--- src/core/egress_event_pkg.sv ---
// Constants and carrier types for the mesh-stop egress event selector
package egress_event_pkg;

  // ****************************************************************
  // Register map and fields
  // ****************************************************************
  localparam logic [3:0]  EVENT_SEL_OFFSET  = 4'h0;
  localparam logic [3:0]  EVENT_STAT_OFFSET = 4'h4;
  localparam logic [31:0] EVENT_SEL_RESET   = 32'h0000_0000;
  localparam int          CODE_LSB          = 0;
  localparam int          MASK_LSB          = 8;
  localparam int          KNOWN_BIT         = 31;
  localparam logic [1:0]  RESP_OKAY         = 2'h0;
  localparam logic [1:0]  RESP_SLVERR       = 2'h2;

  // ****************************************************************
  // Event codes
  // ****************************************************************
  localparam logic [7:0] EV_HORIZ_OCCUPANCY   = 8'ha0;
  localparam logic [7:0] EV_HORIZ_ALLOCATIONS = 8'ha1;
  localparam logic [7:0] EV_HORIZ_FULL        = 8'ha2;
  localparam logic [7:0] EV_HORIZ_NONEMPTY    = 8'ha3;
  localparam logic [7:0] EV_HORIZ_NACKS       = 8'ha4;
  localparam logic [7:0] EV_HORIZ_STARVATION  = 8'ha5;
  localparam logic [7:0] EV_HORIZ_BYPASSES    = 8'ha7;
  localparam logic [7:0] EV_VERT_FULL         = 8'h94;
  localparam logic [7:0] EV_VERT_COREACK_FULL = 8'h95;
  localparam logic [7:0] EV_VERT_NONEMPTY     = 8'h96;
  localparam logic [7:0] EV_VERT_SLOT_USES    = 8'h9c;
  localparam logic [7:0] EV_VERT_BYPASSES     = 8'h9d;
  localparam logic [7:0] EV_VERT_COREACK_BYP  = 8'h9e;

  // ****************************************************************
  // Unit-mask bits that each event family honours
  // ****************************************************************
  // Horizontal: 0 req uncred, 1 ack, 2 data uncred, 3 snoop,
  // 4 req cred, 6 data cred, 7 core-ack uncred; bit 5 has no class
  localparam logic [7:0] HORIZ_VALID_MASK   = 8'hdf;
  localparam logic [7:0] STARVE_VALID_MASK  = 8'h8f;
  localparam logic [7:0] REQ_ALL_MASK       = 8'h11;
  localparam logic [7:0] DATA_ALL_MASK      = 8'h44;
  // Vertical: 0..3 req/ack/data/snoop agent 0, 4..6 req/ack/data agent 1
  localparam logic [6:0] VERT_VALID_MASK    = 7'h7f;
  localparam logic [6:0] SLOT_VALID_MASK    = 7'h55;
  localparam logic [1:0] COREACK_VALID_MASK = 2'h3;

  // ****************************************************************
  // Condition carriers
  // ****************************************************************
  localparam int OCC_WIDTH = 6;
  localparam int INC_WIDTH = OCC_WIDTH + 3;

  typedef struct packed {
    logic [7:0] full;
    logic [7:0] nonEmpty;
    logic [7:0] alloc;
    logic [7:0] nack;
    logic [7:0] starved;
    logic [7:0] bypass;
    logic [7:0][OCC_WIDTH-1:0] occupancy;
  } horiz_cond_type;

  typedef struct packed {
    logic [6:0] slotUse;
    logic [6:0] bypass;
    logic [6:0] full;
    logic [6:0] nonEmpty;
    logic [1:0] coreAckBypass;
    logic [1:0] coreAckFull;
  } vert_cond_type;

endpackage

--- src/core/mesh_stop_egress_event_select.sv ---
// Egress event selector for a mesh stop with an AXI4-Lite register port
`timescale 1ns/1ps
`default_nettype none

module mesh_stop_egress_event_select (
  input  wire logic                            sys_clk,
  input  wire logic                            rst,
  input  wire logic                            awvalid,
  output var  logic                            awready,
  input  wire logic [31:0]                     awaddr,
  input  wire logic                            wvalid,
  output var  logic                            wready,
  input  wire logic [31:0]                     wdata,
  input  wire logic [3:0]                      wstrb,
  output var  logic                            bvalid,
  input  wire logic                            bready,
  output var  logic [1:0]                      bresp,
  input  wire logic                            arvalid,
  output var  logic                            arready,
  input  wire logic [31:0]                     araddr,
  output var  logic                            rvalid,
  input  wire logic                            rready,
  output var  logic [31:0]                     rdata,
  output var  logic [1:0]                      rresp,
  input  wire egress_event_pkg::horiz_cond_type horizCond,
  input  wire egress_event_pkg::vert_cond_type  vertCond,
  output var  logic [egress_event_pkg::INC_WIDTH-1:0] eventIncrement,
  output var  logic                            eventKnown
);
  import egress_event_pkg::*;

  // ****************************************************************
  // Helpers
  // ****************************************************************
  // Nine bits hold eight single-bit conditions or eight six-bit
  // occupancies at their largest, so the sum never wraps
  // Count of set condition bits under the mask; both bits of one ring add
  function automatic logic [INC_WIDTH-1:0] maskedCount(input logic [7:0] sel,
                                                       input logic [7:0] cond);
    logic [INC_WIDTH-1:0] acc;
    acc = '0;
    for (int i = 0; i < 8; i++) begin
      acc = acc + INC_WIDTH'(sel[i] & cond[i]);
    end
    return acc;
  endfunction

  // Word-aligned register index check
  function automatic logic isReg(input logic [31:0] addr, input logic [3:0] off);
    return (addr[31:4] == 28'h0) && (addr[3:0] == off);
  endfunction

  // ****************************************************************
  // State
  // ****************************************************************
  logic [31:0]          eventSel_r,  eventSel_nxt;
  logic                 awHeld_r,    awHeld_nxt;
  logic [31:0]          awAddr_r,    awAddr_nxt;
  logic                 wHeld_r,     wHeld_nxt;
  logic [31:0]          wData_r,     wData_nxt;
  logic [3:0]           wStrb_r,     wStrb_nxt;
  logic                 awready_r,   awready_nxt;
  logic                 wready_r,    wready_nxt;
  logic                 bvalid_r,    bvalid_nxt;
  logic [1:0]           bresp_r,     bresp_nxt;
  logic                 arready_r,   arready_nxt;
  logic                 rvalid_r,    rvalid_nxt;
  logic [31:0]          rdata_r,     rdata_nxt;
  logic [1:0]           rresp_r,     rresp_nxt;
  logic [INC_WIDTH-1:0] increment_r, increment_nxt;
  logic                 known_r,     known_nxt;
  logic [7:0]           code;
  logic [7:0]           umask;

  // Code and mask come straight from the stored select word, so a new
  // selection reaches the decode in the cycle after the write lands
  // and the increment one edge after that
  assign code  = eventSel_r[CODE_LSB +: 8];
  assign umask = eventSel_r[MASK_LSB +: 8];

  // ****************************************************************
  // Event decode
  // ****************************************************************
  // Mask bits with no ring class behind them are stripped before the sum,
  // so a stray bit set by software cannot add a phantom count. A code
  // outside the table gives zero and drops the known flag, so the counter
  // never keeps adding a stale value from the code selected before.
  // The sum is registered, which keeps the long adder chain off the output.
  // Forms the per-cycle increment from the selected code and unit mask
  always_comb begin
    logic [7:0] hSel;
    logic [7:0] vSel;
    logic [7:0] cSel;
    hSel          = umask & HORIZ_VALID_MASK;
    vSel          = {1'b0, umask[6:0] & VERT_VALID_MASK};
    cSel          = {6'h0, umask[1:0] & COREACK_VALID_MASK};
    increment_nxt = '0;
    known_nxt     = 1'b1;
    unique case (code)
      EV_HORIZ_OCCUPANCY: begin
        for (int i = 0; i < 8; i++) begin
          if (hSel[i]) begin
            increment_nxt = increment_nxt
                          + INC_WIDTH'(horizCond.occupancy[i]);
          end
        end
      end
      EV_HORIZ_ALLOCATIONS: increment_nxt = maskedCount(hSel, horizCond.alloc);
      EV_HORIZ_FULL:        increment_nxt = maskedCount(hSel, horizCond.full);
      EV_HORIZ_NONEMPTY:    increment_nxt = maskedCount(hSel, horizCond.nonEmpty);
      EV_HORIZ_NACKS:       increment_nxt = maskedCount(hSel, horizCond.nack);
      EV_HORIZ_STARVATION: begin
        increment_nxt = maskedCount(umask & STARVE_VALID_MASK,
                                    horizCond.starved);
      end
      EV_HORIZ_BYPASSES:    increment_nxt = maskedCount(hSel, horizCond.bypass);
      EV_VERT_SLOT_USES: begin
        increment_nxt = maskedCount(vSel & {1'b0, SLOT_VALID_MASK},
                                    {1'b0, vertCond.slotUse});
      end
      EV_VERT_BYPASSES:     increment_nxt = maskedCount(vSel, {1'b0, vertCond.bypass});
      EV_VERT_COREACK_BYP: begin
        increment_nxt = maskedCount(cSel, {6'h0, vertCond.coreAckBypass});
      end
      EV_VERT_FULL:         increment_nxt = maskedCount(vSel, {1'b0, vertCond.full});
      EV_VERT_COREACK_FULL: begin
        increment_nxt = maskedCount(cSel, {6'h0, vertCond.coreAckFull});
      end
      EV_VERT_NONEMPTY:     increment_nxt = maskedCount(vSel, {1'b0, vertCond.nonEmpty});
      default:              known_nxt = 1'b0;
    endcase
  end

  // ****************************************************************
  // Register write channel
  // ****************************************************************
  // Each channel is held once taken until its partner arrives, and the
  // response is raised at the edge that takes the later one.
  // Both readies stay low while the response waits, so a second write
  // cannot overwrite the held address or data before the first is
  // answered; the readies return at the edge that takes the response.
  // Address and data are taken in either order; response follows both
  always_comb begin
    logic takeAw;
    logic takeW;
    logic [31:0] merged;
    takeAw       = awvalid & awready_r;
    takeW        = wvalid & wready_r;
    merged       = eventSel_r;
    awHeld_nxt   = awHeld_r | takeAw;
    awAddr_nxt   = takeAw ? awaddr : awAddr_r;
    wHeld_nxt    = wHeld_r | takeW;
    wData_nxt    = takeW ? wdata : wData_r;
    wStrb_nxt    = takeW ? wstrb : wStrb_r;
    eventSel_nxt = eventSel_r;
    bvalid_nxt   = bvalid_r & ~bready;
    bresp_nxt    = bresp_r;
    if (awHeld_nxt && wHeld_nxt && !bvalid_r) begin
      for (int b = 0; b < 4; b++) begin
        if (wStrb_nxt[b]) begin
          merged[b*8 +: 8] = wData_nxt[b*8 +: 8];
        end
      end
      if (isReg(awAddr_nxt, EVENT_SEL_OFFSET)) begin
        eventSel_nxt = merged;
        bresp_nxt    = RESP_OKAY;
      end else if (isReg(awAddr_nxt, EVENT_STAT_OFFSET)) begin
        bresp_nxt    = RESP_OKAY; // Status is read-only; write ignored
      end else begin
        bresp_nxt    = RESP_SLVERR;
      end
      bvalid_nxt = 1'b1;
      awHeld_nxt = 1'b0;
      wHeld_nxt  = 1'b0;
    end
    awready_nxt = ~awHeld_nxt & ~bvalid_nxt;
    wready_nxt  = ~wHeld_nxt & ~bvalid_nxt;
  end

  // ****************************************************************
  // Register read channel
  // ****************************************************************
  // Status returns the increment registered in the cycle before, the
  // value the counter has already been given, not the live decode.
  // Unmapped reads answer with zero data and an error response.
  // One read at a time; data returned the cycle after the address
  always_comb begin
    rvalid_nxt = rvalid_r & ~rready;
    rdata_nxt  = rdata_r;
    rresp_nxt  = rresp_r;
    if (arvalid && arready_r) begin
      rvalid_nxt = 1'b1;
      rresp_nxt  = RESP_OKAY;
      if (isReg(araddr, EVENT_SEL_OFFSET)) begin
        rdata_nxt = eventSel_r;
      end else if (isReg(araddr, EVENT_STAT_OFFSET)) begin
        rdata_nxt            = 32'h0;
        rdata_nxt[INC_WIDTH-1:0] = increment_r;
        rdata_nxt[KNOWN_BIT] = known_r;
      end else begin
        rdata_nxt = 32'h0;
        rresp_nxt = RESP_SLVERR;
      end
    end
    arready_nxt = ~rvalid_nxt;
  end

  // ****************************************************************
  // Flip-flops
  // ****************************************************************
  // One register process per group, each with a synchronous reset.
  // Readies are low during reset and rise at the first edge after it.
  // Event stage: registered increment and known flag
  always_ff @(posedge sys_clk) begin
    if (rst) begin
      increment_r <= '0;
      known_r     <= 1'b0;
    end else begin
      increment_r <= increment_nxt;
      known_r     <= known_nxt;
    end
  end

  // Write channel: select word, held address and data, readies, response
  always_ff @(posedge sys_clk) begin
    if (rst) begin
      eventSel_r  <= EVENT_SEL_RESET;
      awHeld_r    <= 1'b0;
      awAddr_r    <= 32'h0;
      wHeld_r     <= 1'b0;
      wData_r     <= 32'h0;
      wStrb_r     <= 4'h0;
      awready_r   <= 1'b0;
      wready_r    <= 1'b0;
      bvalid_r    <= 1'b0;
      bresp_r     <= RESP_OKAY;
    end else begin
      eventSel_r  <= eventSel_nxt;
      awHeld_r    <= awHeld_nxt;
      awAddr_r    <= awAddr_nxt;
      wHeld_r     <= wHeld_nxt;
      wData_r     <= wData_nxt;
      wStrb_r     <= wStrb_nxt;
      awready_r   <= awready_nxt;
      wready_r    <= wready_nxt;
      bvalid_r    <= bvalid_nxt;
      bresp_r     <= bresp_nxt;
    end
  end

  // Read channel: ready, data and response
  always_ff @(posedge sys_clk) begin
    if (rst) begin
      arready_r   <= 1'b0;
      rvalid_r    <= 1'b0;
      rdata_r     <= 32'h0;
      rresp_r     <= RESP_OKAY;
    end else begin
      arready_r   <= arready_nxt;
      rvalid_r    <= rvalid_nxt;
      rdata_r     <= rdata_nxt;
      rresp_r     <= rresp_nxt;
    end
  end

  // Every output is a flip-flop, so nothing on the pins depends
  // combinationally on the bus inputs or the condition inputs
  // Outputs straight from flip-flops
  assign awready        = awready_r;
  assign wready         = wready_r;
  assign bvalid         = bvalid_r;
  assign bresp          = bresp_r;
  assign arready        = arready_r;
  assign rvalid         = rvalid_r;
  assign rdata          = rdata_r;
  assign rresp          = rresp_r;
  assign eventIncrement = increment_r;
  assign eventKnown     = known_r;

endmodule

`default_nettype wire

--- config.mk ---
export PLATFORM = sky130hd
export DESIGN_NAME = mesh_stop_egress_event_select
export DESIGN_NICKNAME = d
export VERILOG_FILES = /design/src/core/egress_event_pkg.sv /design/src/core/mesh_stop_egress_event_select.sv
export SDC_FILE = /design/constraint.sdc
export NUM_CORES = 1
export LEC_CHECK = 0
export BUFFER_PORTS_ARGS = -buffer_cell sky130_fd_sc_hd__buf_2
export CAP_MARGIN = 5
export CORE_ASPECT_RATIO = 1.4
export CORE_UTILIZATION = 45
export CTS_BUF_LIST = sky130_fd_sc_hd__clkbuf_4 sky130_fd_sc_hd__clkbuf_8 sky130_fd_sc_hd__clkbuf_16
export DETAILED_ROUTE_END_ITERATION = 10
export GPL_ROUTABILITY_DRIVEN = 0
export GPL_TIMING_DRIVEN = 0
export MAX_ROUTING_LAYER = met4
export PLACE_DENSITY = 0.71
export REMOVE_ABC_BUFFERS = 1
export SYNTH_ARGS = -nofsm -noshare
export SYNTH_HDL_FRONTEND = slang
export SYNTH_SLANG_ARGS = --single-unit
--- constraint.sdc ---
create_clock -name sys_clk -period 8.8 [get_ports sys_clk]
set_clock_uncertainty 0.15 [all_clocks]
set_input_delay 0.88 -clock sys_clk [delete_from_list [all_inputs] [get_ports sys_clk]]
set_output_delay 0.88 -clock sys_clk [all_outputs]
set_load 0.05 [all_outputs]
### Yosys cells after proc, flatten, opt, wreduce, memory -nomap -nowiden

Index checks and enable logic that the tools add are counted.

* register bits: 153
* input port bits: 235

* reduce and logical (&&, ||, !) cells: 17
* mux-type cells: 28
* bitwise operators: 83
* equality and inequality tests: 15
* add/sub/neg operators: 63

Operators with widths (count)
* two-way mux 32 bit: 4
* case mux 9 bit (13 select lines): 1
* two-way mux 9 bit: 12
* == test 8 bit, second input constant: 13
* AND 1 bit: 75
* adder 6 x 1 -> 7 bit: 8
* logical NOT 28 bit: 2
* adder 9 x 6 -> 9 bit: 6
* adder 5 x 1 -> 6 bit: 8
* adder 4 x 1 -> 5 bit: 9
* adder 3 x 1 -> 4 bit: 10
* adder 2 x 1 -> 3 bit: 10
* adder 1 x 1 -> 2 bit: 12
* OR reduction 13 bit: 1
* AND reduction 3 bit: 4
* == test 4 x 3 -> 1 bit, second input constant: 2
* logical NOT 4 bit: 2
* two-way mux 2 bit: 4
* logical AND 1 bit: 7
* two-way mux 6 bit: 1
* inverter 1 bit: 6
* two-way mux 1 bit: 5
* two-way mux 4 bit: 1
* OR 1 bit: 2
* logical NOT 1 bit: 1

### Depth between registers and ports, before layout

Gate-level depths: netlist of the first run.

* depth in word-level cells: 20
* depth in mapped cells: 39

### Worst setup path before layout of the first run

OpenSTA, ideal clock, no wires.

* kind: input -> register
* start: input horizCond[0] (netlist name)
* end: register increment_r[8] (netlist: eventIncrement[8])
* slack: 1.429 ns
* stages on the path: 33
* required time: 8.578 ns
* buffers on the path: 0
* library setup time: 0.072 ns
* arrival: 7.149 ns
* cells stage by stage: and2_4 > ha_1 > fa_1 > xor2_1 > and3_1 > or2_2 > ha_1 > nor2b_1 > o21ai_0 > nand2_1 > a21oi_1 > o21bai_1 > inv_1 > ha_1 > a21oi_1 > nand2_1 > or2_2 > xor2_1 > mux2_2 > ha_1 > xor2_1 > mux2_2 > ha_1 > xor2_1 > nand2_1 > o21a_1 > ha_1 > o21ai_0 > a21oi_1 > and4b_1 > and3_1 > a211o_1 > a21oi_1

* longest elaborated chain between the ends: 20

RTL lines
* from (decl): RTL line mesh_stop_egress_event_select.sv:25 `input wire egress_event_pkg::horiz_cond_type horizCond,`
* two-way mux 6 bit (*): RTL line mesh_stop_egress_event_select.sv:102 `if (hSel[i]) begin`
* two-way mux 9 bit (*): RTL line mesh_stop_egress_event_select.sv:99 `unique case (code)`
* adder 9 x 6 -> 9 bit: RTL line mesh_stop_egress_event_select.sv:104 `+ INC_WIDTH'(horizCond.occupancy[i]);`
* two-way mux 9 bit (*): RTL line mesh_stop_egress_event_select.sv:102
* two-way mux 9 bit (*): RTL line mesh_stop_egress_event_select.sv:99
* adder 9 x 6 -> 9 bit: RTL line mesh_stop_egress_event_select.sv:104
* two-way mux 9 bit (*): RTL line mesh_stop_egress_event_select.sv:102
* two-way mux 9 bit (*): RTL line mesh_stop_egress_event_select.sv:99
* (+4 left out)
* two-way mux 9 bit (*): RTL line mesh_stop_egress_event_select.sv:102
* two-way mux 9 bit (*): RTL line mesh_stop_egress_event_select.sv:99
* adder 9 x 6 -> 9 bit: RTL line mesh_stop_egress_event_select.sv:104
* two-way mux 9 bit (*): RTL line mesh_stop_egress_event_select.sv:102
* two-way mux 9 bit (*): RTL line mesh_stop_egress_event_select.sv:99
* adder 9 x 6 -> 9 bit: RTL line mesh_stop_egress_event_select.sv:104
* two-way mux 9 bit (*): RTL line mesh_stop_egress_event_select.sv:102
* case mux 9 bit (13 select lines) (*): RTL line mesh_stop_egress_event_select.sv:99
* to (signal assigned): RTL line mesh_stop_egress_event_select.sv:219 `increment_r <= increment_nxt;`
* to (decl): RTL line mesh_stop_egress_event_select.sv:70 `logic [INC_WIDTH-1:0] increment_r, increment_nxt;`

Every way passes the cells marked *; elsewhere a longest branch is shown, timed or not. The select of a mux whose other input is x is not followed.
A chain may end at the register's enable or synchronous reset.

### Worst setup path in the final report of the first run

* start: register eventSel_r[8]
* end: register increment_r[8] (netlist: eventIncrement[8])

* longest elaborated chain between the ends: 20

RTL lines
* from (decl): RTL line mesh_stop_egress_event_select.sv:56 `logic [31:0] eventSel_r, eventSel_nxt;`
* from (signal assigned): RTL line mesh_stop_egress_event_select.sv:238 `eventSel_r <= eventSel_nxt;`
* two-way mux 6 bit (*): RTL line mesh_stop_egress_event_select.sv:102
* two-way mux 9 bit (*): RTL line mesh_stop_egress_event_select.sv:99
* adder 9 x 6 -> 9 bit: RTL line mesh_stop_egress_event_select.sv:104
* two-way mux 9 bit (*): RTL line mesh_stop_egress_event_select.sv:102
* two-way mux 9 bit (*): RTL line mesh_stop_egress_event_select.sv:99
* adder 9 x 6 -> 9 bit: RTL line mesh_stop_egress_event_select.sv:104
* two-way mux 9 bit (*): RTL line mesh_stop_egress_event_select.sv:102
* two-way mux 9 bit (*): RTL line mesh_stop_egress_event_select.sv:99
* (+4 left out)
* two-way mux 9 bit (*): RTL line mesh_stop_egress_event_select.sv:102
* two-way mux 9 bit (*): RTL line mesh_stop_egress_event_select.sv:99
* adder 9 x 6 -> 9 bit: RTL line mesh_stop_egress_event_select.sv:104
* two-way mux 9 bit (*): RTL line mesh_stop_egress_event_select.sv:102
* two-way mux 9 bit (*): RTL line mesh_stop_egress_event_select.sv:99
* adder 9 x 6 -> 9 bit: RTL line mesh_stop_egress_event_select.sv:104
* two-way mux 9 bit (*): RTL line mesh_stop_egress_event_select.sv:102
* case mux 9 bit (13 select lines) (*): RTL line mesh_stop_egress_event_select.sv:99

Marked as above.

==> flow_summary.toml, run 1 <==
[status]
status = "complete, no violations"

[cells_and_area]
drive_gt1_share_pct = 26.4
nFillCells = 1834
final_area_sq_um = 11500
area_growth_pct = 23.1
fin_nets = 1654

[synthesis]
synthDominantCellAreaShare_pct = 32.4
yosysTopAreaCell = "dfxtp_1"
yosys_warnings = 0
synth.distinct_cells = 66
synth_ff_type = "dfxtp_1"
yosysSeqAreaShare_pct = 32.4
synth_area_leaders = "dfxtp_1, fa_1, nand2_1"
synthCells = 1105
synthArstFlopShare_pct = 0
synth_edf_count = 0
syn_avg_cell_area_sq_um = 8.44
ys_ff_latch = 151
netlist_area_sq_um = 9330

[routing]
drt_pass1_iterations = 5
postRouteAntennaNets = 0
drc_errors = 0
drt-wirelength-per-cell_um = 16.0
drt-initial-drc-count = 400
vias = 8567
viasPerCell = 5.35
routed_wl_um = 25700

[clock_tree]
cts_made_buffers = 17
cts_hold_buffers = 0
clkTransAtPathRegs_ns = 0.06
cts_resized = 0
clock-root-buffer = "clkbuf_16"
cts.path.max_buffers = 2
cts_setup_buffers = 0
insertion_delay_ns = 0.41
htree_levels = 4
clock-sinks = 151
cts_tree = "done"

[global_routing]
grt_pass1_vias = 8519
grt_pass1_wl_um = 40300
grt_overflow_total = 0
grtUsageTotal_pct = 25.1
antenna_found_initial = 3
grt_max_degree = 80

[timing]
post-route-min-period_ns = 7.93
fmax_mhz = 126
slew_viol_final = 0
period_share_pct = 90.1
finalSetupViolations = 0
hold_viol = 0
tightest_slew_ns = 1.20
hold_ws_ns = 0.300
grt_setup_unrepaired = "no"
fin_tns_setup_ns = 0
slew_headroom_pct = 20.2

[worst_setup_path]
slowest_delay_ns = 0.90
rr_worst_depth = 32
criticalPathCategory = "register to register"
slowest_stage = "dfxtp_1"
crit_arrival_ns = 8.11
cp_data_required_time_ns = 8.98
end_kind = "register"
path_common_cell = "nand2_1"
cp_max_fo = 21
start_kind = "register"

[floorplan]
dieArea_sq_um = 21300
core_sq_um = 20100
initial_core_util_pct = 46.5
die_w_um = 124
std_cell_rows = 61
die_y_um = 172
ios = 286

[pwr]
power_switching_w = 0.000388
irDropWorstVdd_v = 0.000114
power_density_nw_per_um2 = 143
clockPowerShare_pct = 46.3
swShare_pct = 23.7
pwr-share-seq_pct = 43.4
combPwrFrac_pct = 10.3
p_leak_nw = 5.03
p_int_w = 0.00125

[placement]
hpwlAfterDp_um = 19900
place_area_sq_um = 10800
io_buffers = 266

[hold_path]
hold_path.class = "register to register"
worstHoldPathCells = 2

[flow_run]
drv_cap = 0
-- worst max-delay path: cells and delay by family (launching register included) --
family,cells,cell delay (ns)
xor gates and xnor gates,3,0.47
adders and majority gates,7,2.53
AOI/OAI and AO/OA,10,1.83
buffers and inverters,1,0.18
DFF,1,0.90
and+or+nand+nor,10,1.41
muxes,1,0.32
-- through the flow --
step	cells	setup WS [ns]	power [W]	util, %
3_3_place_gp	1563	0.840	0.000888	53.5
5_1_grt	1602	0.153	0.00171	57.2
3_5_place_dp	1567	0.820	0.000895	54.0
6_report	1602	0.874	0.00164	57.2
4_1_cts	1599	0.870	0.00165	57.1
2_1_floorplan	1045	1.41	0.000807	-
-- synthesized netlist by cell type, types with 5 or more instances --
cell	n
ha_1	44
nand3_1	10
xnor2_1	17
o22ai_1	6
and2_1	14
o21ai_0	30
nand2_1	176
a211oi_1	7
and3_1	5
mux2i_1	54
o21a_1	5
nor3_1	19
fa_1	41
xor2_1	10
nor2b_1	31
or2_2	6
nand2b_1	6
a22oi_1	23
inv_1	41
or3_1	15
nor2_1	115
nor4_1	22
a21oi_1	90
a31oi_1	5
nand4_1	6
mux2_2	32
dfxtp_1	151
clkbuf_1	54
a21o_1	8
-- registers in the layout (all words and copies together), names as in the netlist, 4 cells and up --
register,cells
awAddr_r,32
eventSel_r,32
rdata,32
wData_r,32
eventIncrement,9
wStrb_r,4
-- final timing paths --
check | from | endpoint | slack [ns]
min | awAddr_r[2] | awAddr_r[2] | 0.30
max | eventSel_r[8] | eventIncrement[8] | 0.87
max reg2reg | eventSel_r[8] | eventIncrement[8] | 0.87
min reg2reg | awAddr_r[2] | awAddr_r[2] | 0.30
-- cells by family after synthesis --
kind of cell	Yosys count	synth area share [%]
simple gates	440	21.6
xor+xnor	27	2.54
flops	151	32.4
buf+inv	102	4.27
other cells	1	0.0402
compound gates	209	14.1
mux	89	10.2
fa+ha+maj	86	14.8
-- routing by layer --
layer	GRT usage, %	part of all wire, %
met1	26.9	40
met2	45.3	53
met3	3.83	4.0
met4	10.9	3.0
met5	-	0
-- cell type report --
cell class	instances	area (sq um)	share of cell area, %
Clock buffer	20	460	4.01
Clock inverter	12	166	1.45
Inverter	41	154	1.34
Sequential cell	151	3020	26.3
Timing Repair Buffer	270	1440	12.5
Tap cell	252	315	2.75
Antenna cell	3	7.51	0.0654
Multi-Input combinational cell	853	5920	51.5
-- placed cells by master, fill, tap and decap left out, drive strengths merged, types with 4 or more instances in the layout --
cell	instances
nor4	22
or4	4
a22oi	23
mux2i	54
or2	6
nor2b	31
nand4	6
inv	44
buf	270
a21oi	93
ha	44
a21o	8
nand3	10
nor3	19
xor2	10
a31oi	5
clkinv	4
nand2b	6
fa	41
and2	15
nor2	115
o22ai	6
o21ai	30
a211oi	8
o21a	5
nand2	176
mux2	34
o211ai	5
and3	5
or3	15
clkbuf	20
dfxtp	151
xnor2	17
-- power groups by stage --
stage                     Combinational, W  Sequential, W  Clock, W
after CTS                         0.000170       0.000711  0.000774
final                             0.000170       0.000711  0.000759
after detailed placement          0.000169       0.000726         0
after global routing              0.000188       0.000713  0.000805
after floorplan                  0.0000737       0.000733         0
after global placement            0.000163       0.000725         0
No activity file was read; power rests on OpenSTA's default activity.
==> run 2, diff against run 1 <==
--- a/config.mk
+++ b/config.mk
@@ -12,7 +12,6 @@
 export CTS_BUF_LIST = sky130_fd_sc_hd__clkbuf_4 sky130_fd_sc_hd__clkbuf_8 sky130_fd_sc_hd__clkbuf_16
 export DETAILED_ROUTE_END_ITERATION = 10
 export GPL_ROUTABILITY_DRIVEN = 0
-export GPL_TIMING_DRIVEN = 0
 export MAX_ROUTING_LAYER = met4
 export PLACE_DENSITY = 0.71
 export REMOVE_ABC_BUFFERS = 1
==> run 2 against run 1 <==
Global-route usage fell by 0.18 points. Utilization fell by 0.33 points. Critical path depth rose by 2. First-iteration DRC count rose by 17%. Die area did not move. Sequential share of layout area rose by 0.15 points. Register-to-register slack improved by 0.40 ns. Highest routed layer unchanged. Power fell by 3.8%.
==> flow_summary.toml, run 2 (synthesis gave the netlist of run 1 again) <==
[clock_tree]
clkTransAtPathRegs_ns = 0.06
insertion_delay_ns = 0.41
htree_levels = 4
clock-root-buffer = "clkbuf_16"
cts_setup_buffers = 0
cts_hold_buffers = 0
cts_resized = 0
clock-sinks = 151
cts_tree = "done"
cts_made_buffers = 17
cts.path.max_buffers = 2

[timing]
hold_viol = 0
slew_headroom_pct = 45.3
finalSetupViolations = 0
fmax_mhz = 132
grt_setup_unrepaired = "no"
slew_viol_final = 0
tightest_slew_ns = 0.820
period_share_pct = 85.9
post-route-min-period_ns = 7.56
fin_tns_setup_ns = 0
layout_setup_ws_ns = 1.24

[placement]
place_ws_ns = 0.863
io_buffers = 266
hpwlAfterDp_um = 19900
dpl.cell_count = 1576

[status]
status = "complete, no violations"

[floorplan]
dieArea_sq_um = 21300
die_y_um = 172
initial_core_util_pct = 46.5
ios = 286
std_cell_rows = 61
core_sq_um = 20100
die_w_um = 124

[cells_and_area]
layout_common_cells = "buf_2, nand2_1, dfxtp_1, nor2_1, a21oi_1"
final_common_cell = "buf_2"
final_cells = 1609
drive_gt1_share_pct = 26.8
area_growth_pct = 22.3
fin_nets = 1663
nFillCells = 1878

[worst_setup_path]
path_common_cell = "ha_1"
slowest_delay_ns = 0.43
end_kind = "register"
cp_data_required_time_ns = 8.99
slowest_stage = "fa_1"
criticalPathCategory = "input port to register"
crit_arrival_ns = 7.75
start_kind = "input port"
cp_max_fo = 4

[pwr]
totalPowerFinal_w = 0.00158
power_density_nw_per_um2 = 138
irDropWorstVdd_v = 0.000103
p_leak_nw = 5.02

[global_routing]
grt_max_degree = 78
grtUsageTotal_pct = 25.0
grt_pass1_vias = 8202
antenna_found_initial = 1
grt_pass1_wl_um = 39900
grt_overflow_total = 0

[routing]
vias = 8602
viasPerCell = 5.35
postRouteAntennaNets = 0
drt_pass1_iterations = 5
routed_wl_um = 25700
drc_errors = 0
drt-wirelength-per-cell_um = 16.0
drt-initial-drc-count = 466

[flow_run]
drv_cap = 0

[hold_path]
hold_path.class = "register to register"
==> run 2: cell types whose count changed in the layout (fill, tap and decap cells not counted), sizes merged <==
cell    before  now
buf        270  279
clkbuf      20   17
inv         44   47
bufinv       3    1
clkinv       4    6
diode        3    1
==> run 2: final cells by class <==
cell class,instances,area (sq um),area share [%]
Antenna cell,1,2.50,0.0219
Clock buffer,17,425,3.73
Clock inverter,15,145,1.27
Inverter,41,154,1.35
Multi-Input combinational cell,853,5920,51.8
Sequential cell,151,3020,26.5
Tap cell,252,315,2.76
Timing Repair Buffer,279,1430,12.5
==> run 2: path summary, 6_finish.rpt <==
kind,start,end,slack (ns),depth (start not counted)
hold reg to reg,awAddr_r[20],awAddr_r[20],0.31,2
setup / recovery,horizCond[0],eventIncrement[8],1.24,34
setup reg to reg,eventSel_r[8],eventIncrement[8],1.27,33
hold / removal,awAddr_r[20],awAddr_r[20],0.31,2
==> run 2: through the flow <==
stage / hold slack [ns] / instance area, sq um / utilization [%]
3_3_place_gp: 0.287 / 10800 / 54.0
2_1_floorplan: 0.275 / 9090 / -
5_1_grt: 0.322 / 11400 / 56.9
6_report: 0.305 / 11400 / 56.9
4_1_cts: 0.301 / 11400 / 56.8
3_5_place_dp: 0.292 / 10800 / 54.0
==> run 2: power breakdown <==
part	switching, W	total (W)	leakage [nW]	internal [W]
registers	0.00000780	0.000711	1.22	0.000703
clock network	0.000305	0.000701	0.277	0.000396
logic	0.0000896	0.000166	3.52	0.0000765
==> run 2: worst max-delay path: cells and delay by family <==
family | cells | cell delay [ns]
xor gates and xnor gates | 4 | 0.67
AOI/OAI and AO/OA | 9 | 1.39
muxes | 2 | 0.62
adders and majority gates | 7 | 2.23
buffers and inverters | 2 | 0.19
and+or+nand+nor | 10 | 1.76
==> run 2: metal layers <==
metal	vias to the layer above	part of all wire (%)	GRT usage [%]	wire length, um
li1	4283	-	-	-
met1	4052	41	28.1	10600
met2	232	53	45.1	13700
met4	0	1.9	8.49	500
met5	-	0	-	0
met3	35	3.6	2.80	934
